### config.mk
export PLATFORM = sky130hd
export DESIGN_NAME = catc_strobe_timing
export DESIGN_NICKNAME = d
export VERILOG_FILES = /design/src/catc_pkg.sv /design/src/catc_strobe_timing.sv
export SDC_FILE = /design/constraint.sdc
export NUM_CORES = 1
export LEC_CHECK = 0
export ABC_AREA = 1
export BUFFER_PORTS_ARGS = -buffer_cell sky130_fd_sc_hd__buf_2
export CAP_MARGIN = 20
export CORE_MARGIN = 2
export CORE_UTILIZATION = 29
export CTS_BUF_LIST = sky130_fd_sc_hd__clkbuf_2
export CTS_CLUSTER_SIZE = 28
export DETAILED_ROUTE_END_ITERATION = 10
export GPL_TIMING_DRIVEN = 0
export PLACE_DENSITY = 0.52
export SKIP_CTS_REPAIR_TIMING = 1
export SYNTH_ARGS = -nofsm -noshare
export SYNTH_HDL_FRONTEND = slang
export SYNTH_SLANG_ARGS = --single-unit
### constraint.sdc
create_clock -name CORE_CLK -period 2.55 [get_ports CORE_CLK]
set_input_delay 0 -clock CORE_CLK [delete_from_list [all_inputs] [get_ports CORE_CLK]]
set_output_delay 0 -clock CORE_CLK [all_outputs]
set_load 0.05 [all_outputs]
### src/catc_pkg.sv
// Purpose: Shared constants and types for the card area strobe timing block.
// Assumes: Two 16-bit control registers, CTRL and WAIT2, reached over a plain strobe port.
// Notes:   Bit positions of the split delay fields are named individually.
package catc_pkg;

  // Register map; offsets are word indices on the plain register port.
  localparam logic [3:0]  CATC_OFS_CTRL  = 4'h0;
  localparam logic [3:0]  CATC_OFS_WAIT2 = 4'h1;
  localparam logic [3:0]  CATC_OFS_STAT  = 4'h2;
  localparam logic [15:0] CATC_CTRL_RST  = 16'h0000;
  localparam logic [15:0] CATC_WAIT2_RST = 16'h0000;

  // Control register field positions.
  localparam int CATC_AREA6_WAIT_TOP_BIT_POS = 15;
  localparam int CATC_AREA5_WAIT_TOP_BIT_POS = 14;
  localparam int CATC_A5AD_HI  = 11;
  localparam int CATC_A5AD_M   = 7;
  localparam int CATC_A5AD_LO  = 6;
  localparam int CATC_A6AD_HI  = 10;
  localparam int CATC_A6AD_M   = 5;
  localparam int CATC_A6AD_LO  = 4;
  localparam int CATC_A5ND_HI  = 9;
  localparam int CATC_A5ND_M   = 3;
  localparam int CATC_A5ND_LO  = 2;
  localparam int CATC_A6ND_HI  = 8;
  localparam int CATC_A6ND_M   = 1;
  localparam int CATC_A6ND_LO  = 0;
  localparam logic [15:0] CATC_CTRL_MASK = 16'hCFFF;

  // Second wait control: three low wait bits per area.
  localparam int CATC_A5WL_LSB = 0;
  localparam int CATC_A6WL_LSB = 4;
  localparam logic [15:0] CATC_WAIT2_MASK = 16'h0077;

  // Access request from the area decoder.
  typedef struct packed {
    logic area6;
    logic write;
    logic burst;
  } catc_req_type;

  // Timing set derived for one access.
  typedef struct packed {
    logic [2:0] assert_dly;
    logic [2:0] negate_dly;
    logic [5:0] waits;
    logic       wait_pin_en;
  } catc_timing_type;

  typedef enum logic [2:0] {
    CATC_IDLE   = 3'b000,
    CATC_SETUP  = 3'b001,
    CATC_STROBE = 3'b010,
    CATC_WAITP  = 3'b011,
    CATC_HOLD   = 3'b100
  } catc_state_type;

endpackage

### src/catc_strobe_timing.sv
// Purpose: Strobe timing sequencer for the card interface in areas 5 and 6.
// Assumes: Delays count in whole cycles; the counter steps once per rising CORE_CLK edge.
// Notes:   Times below are in whole cycles of CORE_CLK; strobes are active low.
//
// Implementation choices: the plain strobed port and the register offsets.
`timescale 1ns/1ps
module catc_strobe_timing
  import catc_pkg::*;
(
  input  wire logic         CORE_CLK,
  input  wire logic         SRST,
  input  wire logic [3:0]   ADDR,
  input  wire logic [15:0]  WDATA,
  input  wire logic         WR,
  input  wire logic         RD,
  output logic      [15:0]  RDATA,
  input  wire catc_req_type REQ,
  input  wire logic         REQ_VALID,
  output logic              REQ_READY,
  input  wire logic         WAIT_PIN_N,
  output logic              ADDR_VALID,
  output logic              OE_N,
  output logic              WE_N,
  output logic              DONE
);

  // Register file and sequencer state.
  logic [15:0]     ctrl_ff;
  logic [15:0]     wait2_ff;
  logic [15:0]     rdata_ff;
  catc_state_type  state_ff;
  catc_state_type  nxt_state;
  logic [6:0]      cnt_ff;
  logic [6:0]      nxt_cnt;
  catc_req_type    req_ff;
  catc_timing_type tim_ff;
  logic            wsync1_ff;
  logic            wsync2_ff;
  logic            oe_n_ff;
  logic            we_n_ff;
  logic            addr_ff;
  logic            done_ff;

  // Maps a four-bit wait code to first-cycle waits.
  function automatic logic [5:0] wait_count(input logic [3:0] code);
    logic [5:0] w;
    w = 6'h00;
    case (code)
      4'h0: w = 6'h00;
      4'h1: w = 6'h01;
      4'h2: w = 6'h02;
      4'h3: w = 6'h03;
      4'h4: w = 6'h04;
      4'h5: w = 6'h06;
      4'h6: w = 6'h08;
      4'h7: w = 6'h0A;
      4'h8: w = 6'h0C;
      4'h9: w = 6'h0E;
      4'hA: w = 6'h12;
      4'hB: w = 6'h16;
      4'hC: w = 6'h1A;
      4'hD: w = 6'h1E;
      4'hE: w = 6'h22;
      default: w = 6'h26;
    endcase
    return w;
  endfunction

  // Burst states per transfer: two for codes 0 and 1, else waits plus one.
  function automatic logic [5:0] burst_states(input logic [3:0] code);
    logic [5:0] b;
    b = wait_count(code) + 6'h01;
    if (code < 4'h2) begin
      b = 6'h02;
    end
    return b;
  endfunction

  // Field extraction from the split control bit positions.
  wire logic [2:0] a5_assert_delay = {ctrl_ff[CATC_A5AD_HI], ctrl_ff[CATC_A5AD_M],
                                      ctrl_ff[CATC_A5AD_LO]};
  wire logic [2:0] area6_assert_delay = {ctrl_ff[CATC_A6AD_HI], ctrl_ff[CATC_A6AD_M],
                                         ctrl_ff[CATC_A6AD_LO]};
  wire logic [2:0] area5_negate_delay = {ctrl_ff[CATC_A5ND_HI], ctrl_ff[CATC_A5ND_M],
                                         ctrl_ff[CATC_A5ND_LO]};
  wire logic [2:0] area6_negate_delay = {ctrl_ff[CATC_A6ND_HI], ctrl_ff[CATC_A6ND_M],
                                         ctrl_ff[CATC_A6ND_LO]};
  wire logic [3:0] a5_code = {ctrl_ff[CATC_AREA5_WAIT_TOP_BIT_POS],
                              wait2_ff[CATC_A5WL_LSB +: 3]};
  wire logic [3:0] a6_code = {ctrl_ff[CATC_AREA6_WAIT_TOP_BIT_POS],
                              wait2_ff[CATC_A6WL_LSB +: 3]};
  wire logic [3:0] sel_code = REQ.area6 ? a6_code : a5_code;

  // Timing chosen for the incoming access.
  catc_timing_type req_tim;
  assign req_tim.assert_dly  = REQ.area6 ? area6_assert_delay : a5_assert_delay;
  assign req_tim.negate_dly  = REQ.area6 ? area6_negate_delay : area5_negate_delay;
  assign req_tim.waits       = REQ.burst ? (burst_states(sel_code) - 6'h01)
                                         : wait_count(sel_code);
  assign req_tim.wait_pin_en = REQ.burst || (sel_code != 4'h0);

  // Register decode and read mux.
  wire logic sel_ctrl  = (ADDR == CATC_OFS_CTRL);
  wire logic sel_wait2 = (ADDR == CATC_OFS_WAIT2);
  wire logic sel_stat  = (ADDR == CATC_OFS_STAT);
  wire logic [15:0] stat_word = {13'h0000, state_ff};
  wire logic [15:0] rd_mux = sel_ctrl  ? ctrl_ff :
                             sel_wait2 ? wait2_ff :
                             sel_stat  ? stat_word : 16'h0000;

  // Register writes; reserved bits stay zero.
  always_ff @(posedge CORE_CLK) begin
    if (SRST) begin
      ctrl_ff  <= CATC_CTRL_RST;
      wait2_ff <= CATC_WAIT2_RST;
      rdata_ff <= 16'h0000;
    end else begin
      if (WR && sel_ctrl) begin
        ctrl_ff <= WDATA & CATC_CTRL_MASK;
      end
      if (WR && sel_wait2) begin
        wait2_ff <= WDATA & CATC_WAIT2_MASK;
      end
      rdata_ff <= RD ? rd_mux : 16'h0000;
    end
  end

  // Two-flop synchroniser for the external wait input.
  always_ff @(posedge CORE_CLK) begin
    if (SRST) begin
      wsync1_ff <= 1'b1;
      wsync2_ff <= 1'b1;
    end else begin
      wsync1_ff <= WAIT_PIN_N;
      wsync2_ff <= wsync1_ff;
    end
  end

  wire logic wait_hold = tim_ff.wait_pin_en && !wsync2_ff;
  wire logic cnt_zero  = (cnt_ff == 7'h00);
  assign REQ_READY = (state_ff == CATC_IDLE);

  // Sequencer: counts are in whole cycles, one per clock.
  always_comb begin
    nxt_state = state_ff;
    nxt_cnt   = cnt_ff;
    case (state_ff)
      CATC_IDLE: begin
        if (REQ_VALID) begin
          nxt_state = CATC_SETUP;
          nxt_cnt   = {4'h0, req_tim.assert_dly};
        end
      end
      CATC_SETUP: begin
        if (cnt_zero) begin
          nxt_state = CATC_STROBE;
          nxt_cnt   = {1'b0, tim_ff.waits};
        end else begin
          nxt_cnt = cnt_ff - 7'h01;
        end
      end
      CATC_STROBE: begin
        if (!cnt_zero) begin
          nxt_cnt = cnt_ff - 7'h01;
        end else if (!wait_hold) begin
          nxt_state = CATC_HOLD;
          nxt_cnt   = {4'h0, tim_ff.negate_dly};
        end else begin
          nxt_state = CATC_WAITP;
        end
      end
      CATC_WAITP: begin
        if (!wait_hold) begin
          nxt_state = CATC_HOLD;
          nxt_cnt   = {4'h0, tim_ff.negate_dly};
        end
      end
      CATC_HOLD: begin
        if (cnt_zero) begin
          nxt_state = CATC_IDLE;
        end else begin
          nxt_cnt = cnt_ff - 7'h01;
        end
      end
      default: nxt_state = CATC_IDLE;
    endcase
  end

  // State, captured request and registered pin outputs.
  always_ff @(posedge CORE_CLK) begin
    if (SRST) begin
      state_ff <= CATC_IDLE;
      cnt_ff   <= 7'h00;
      req_ff   <= '0;
      tim_ff   <= '0;
      oe_n_ff  <= 1'b1;
      we_n_ff  <= 1'b1;
      addr_ff  <= 1'b0;
      done_ff  <= 1'b0;
    end else begin
      state_ff <= nxt_state;
      cnt_ff   <= nxt_cnt;
      if (REQ_VALID && REQ_READY) begin
        req_ff <= REQ;
        tim_ff <= req_tim;
      end
      oe_n_ff <= !((nxt_state == CATC_STROBE || nxt_state == CATC_WAITP) && !req_ff.write);
      we_n_ff <= !((nxt_state == CATC_STROBE || nxt_state == CATC_WAITP) && req_ff.write);
      addr_ff <= (nxt_state != CATC_IDLE);
      done_ff <= (state_ff == CATC_HOLD) && cnt_zero;
    end
  end

  assign RDATA      = rdata_ff;
  assign ADDR_VALID = addr_ff;
  assign OE_N       = oe_n_ff;
  assign WE_N       = we_n_ff;
  assign DONE       = done_ff;
endmodule // catc_strobe_timing

==> flow_metrics.py <==
metrics = {
    "run_status": {
        "status": "finished clean",
    },
    "cts": {
        "cts_sinks": 61,
        "clockBufferDepth": 2,
        "worst_skew_pair.late_latency_ps": 510,
        "cts_tree": "done",
        "clk_pin_slew_ps": 210,
        "numCtsBuffers": 9,
        "htree_levels": 3,
        "cts_root_buf": "clkbuf_2",
    },
    "critical_path": {
        "critPathArrivalTime_ps": 2720,
        "critPathKind": "reg2reg",
        "cp_max_fo": 3,
        "reg2reg_depth": 17,
        "cp-end-kind": "register",
        "crit_required_ps": 2990,
        "start_kind": "register",
        "r2r_setup_slack_ps": 260,
    },
    "layout": {
        "fillers": 1075,
        "fin_nets": 536,
        "seq_area_mm2": 0.00122,
        "n_antenna_cell": 0,
        "multi_input_area_mm2": 0.00145,
        "drive_gt1_frac": 0.181,
        "area_delta_synth_final_pct": 26.7,
    },
    "job": {
        "cap_violations": 0,
    },
    "synthesis": {
        "synthAdderAreaFrac": 0.0210,
        "ys_warn_count": 0,
        "synth_cells": 415,
        "synth_compound_gate_area_share": 0.204,
        "synth_top_family_by_area": "simple AND/OR/NAND/NOR gates",
        "synth.avg_cell_area_um2": 7.17,
        "synthMuxAreaShare": 0,
        "synth.most_common_cell": "nand2_1",
        "synth.top_cell.area_share": 0.411,
        "synth_flop_cell": "dfxtp_1",
        "yosysUniqueCellTypes": 42,
        "synth_xor_area_frac": 0.00883,
        "synth_area_mm2": 0.00297,
        "synthTopCellsByCount": "92 x nand2_1, 61 x dfxtp_1, 49 x inv_1",
        "async_reset_ff_frac": 0,
        "synthSimpleGateAreaFrac": 0.248,
        "synth-seq-cells": 61,
        "yosysSeqAreaShare": 0.411,
        "yosys.area.top_type": "dfxtp_1",
        "synth_edf_count": 0,
        "yosys-top-cells-area": "dfxtp_1 41%, nand2_1 12%, a21oi_1 7.1%, o21ai_0 6.9%, inv_1 6.2%",
    },
    "drt": {
        "viasPerCell": 4.60,
        "ant_nets": 0,
        "drc_errors": 0,
        "dr.first_iter.drc_count": 104,
        "num_vias": 2944,
        "wl_per_cell_um": 12.4,
        "wl_um": 7960,
        "drtPass1Iterations": 6,
    },
    "global_route": {
        "gr-usage-met1": 0.186,
        "grt_util_met3": 0.0297,
        "antenna_found_initial": 0,
        "busiest_layer": "met2",
        "grt.total_usage": 0.145,
        "grt-ovfl-total": 0,
        "grt_max_degree": 12,
        "met2_usage": 0.234,
        "grt_pass1_vias": 2730,
        "grt_pass1_wl_um": 12900,
    },
    "floorplan": {
        "die_w_um": 105,
        "num_rows": 36,
        "dieArea_mm2": 0.0111,
        "pin_count": 50,
        "initial_core_util": 0.301,
        "die_y_um": 105,
        "core_mm2": 0.00986,
    },
    "worst_hold_path": {
        "worstHoldPathCells": 7,
        "hold_class": "in2reg",
    },
    "place": {
        "place_congestion": 0.867,
        "io_buffers": 44,
        "hpwlAfterDp_um": 5830,
        "pre_cts_slack_ps": 268,
    },
    "timing": {
        "fin_crit_sh": 0.898,
        "max-slew-margin-rel": 0.510,
        "setup_slack_ps": 260,
        "setup_viol": 0,
        "min_period_ps": 2290,
        "rsz0062_at_grt": "no",
        "finalClockSkew_ps": 32.3,
        "fmax_mhz": 437,
        "finalHoldViolations": 0,
        "worst_slew_pin_slew_ps": 729,
        "drv_slew": 0,
        "setup_tns_ps": 0,
    },
    "power_and_ir_drop": {
        "p_leak_nw": 1.59,
        "peakVddDrop_mv": 0.209,
        "power_density_mw_per_mm2": 691,
    },
}
[layer usage]
layer	vias up	wire, µm	part of all wire
li1	1529	-	-
met1	1346	3910	0.49
met2	54	3610	0.45
met3	15	248	0.031
met4	0	187	0.024
met5	-	0	0
[flip-flops by register name (all words and copies together) (netlist names)]
signal / count
RDATA: 14
ctrl_ff: 14
tim_ff: 10
cnt_ff: 7
wait2_ff: 6
state_ff: 3
ADDR_VALID: 1
DONE: 1
OE_N: 1
WE_N: 1
req_ff: 1
wsync1_ff: 1
wsync2_ff: 1
[cell type report]
cell class                 count  area share
multi-input combinational    284       0.384
clock buffer                   9      0.0120
inverter                      56      0.0591
sequential                    61       0.324
clock inverter                 7      0.0113
buffer                        15      0.0246
timing repair buffer          75       0.141
tap                          133      0.0442
[metrics by stage]
stage               area (µm²)  total power [mW]  utilization  cells  hold WS, ps
floorplan                 2980              1.83            -    416         69.1
global placement          3360              2.06        0.341    593          188
detailed placement        3360              2.07        0.341    593          191
CTS                       3450              2.57        0.350    609         -350
global route              3770              2.80        0.382    640         85.7
finish                    3770              2.60        0.382    640         62.0
[worst max-delay path, cell delays in order (launching register included)]
cell	delay, ps
dfxtp_1	440
inv_1	70
nand2_1	60
nand2_1	70
o21ai_0	150
nand2_1	80
nand2_1	60
inv_1	50
ha_1	280
or2_4	260
clkinv_4	50
ha_1	150
nand2_1	80
nor2_1	120
nand2_1	60
nand3_1	70
nand2_1	50
a21oi_1	110
[placed cells by master (no fill, tap or decap), types with 2 or more instances in the layout]
master,synthesis,final
nor2_2,3,3
buf_4,3,3
nor3_1,7,7
o211ai_1,5,5
a221oi_1,3,3
clkinv_4,1,2
nand2_4,5,5
clkinvlp_4,0,3
a41oi_1,2,2
dlygate4sd3_1,0,31
a31oi_1,5,5
clkinv_1,1,4
o21ai_0,41,41
nand2_2,5,5
clkbuf_1,8,8
o22ai_1,5,5
nand3_1,5,5
conb_1,1,2
dfxtp_1,61,60
clkbuf_2,0,9
buf_2,1,45
nor2_1,37,37
nand4_1,3,3
a21oi_2,1,2
or2_2,4,4
o31ai_1,2,2
xnor2_1,2,2
nand2_1,92,92
inv_1,49,49
inv_2,3,3
a21oi_1,42,41
ha_1,5,5
[final timing paths]
kind	from	end
max	wait2_ff[6]$_SDFFE_PP0P_	tim_ff[5]$_SDFFE_PP0P_
min	ADDR[3]	wait2_ff[0]$_SDFFE_PP0P_
min reg2reg	req_ff[1]$_SDFFE_PP0P_	WE_N$_SDFF_PP1_
max reg2reg	wait2_ff[6]$_SDFFE_PP0P_	tim_ff[5]$_SDFFE_PP0P_
[where the power goes]
| group | leakage, nW | internal (mW) | switching [mW] |
|---|---|---|---|
| Sequential | 0.496 | 1.05 | 0.0655 |
| Combinational | 1.05 | 0.323 | 0.655 |
| Clock | 0.0466 | 0.119 | 0.386 |
[kinds of logic after synthesis]
group                    Yosys count
buffers and inverters             71
flip-flops                        61
XOR/XNOR                           3
AO/OA/AOI/OAI                    109
other                              1
adder cells (fa/ha/maj)            5
AND/OR/NAND/NOR                  165
No activity file was read; power rests on OpenSTA's default activity.
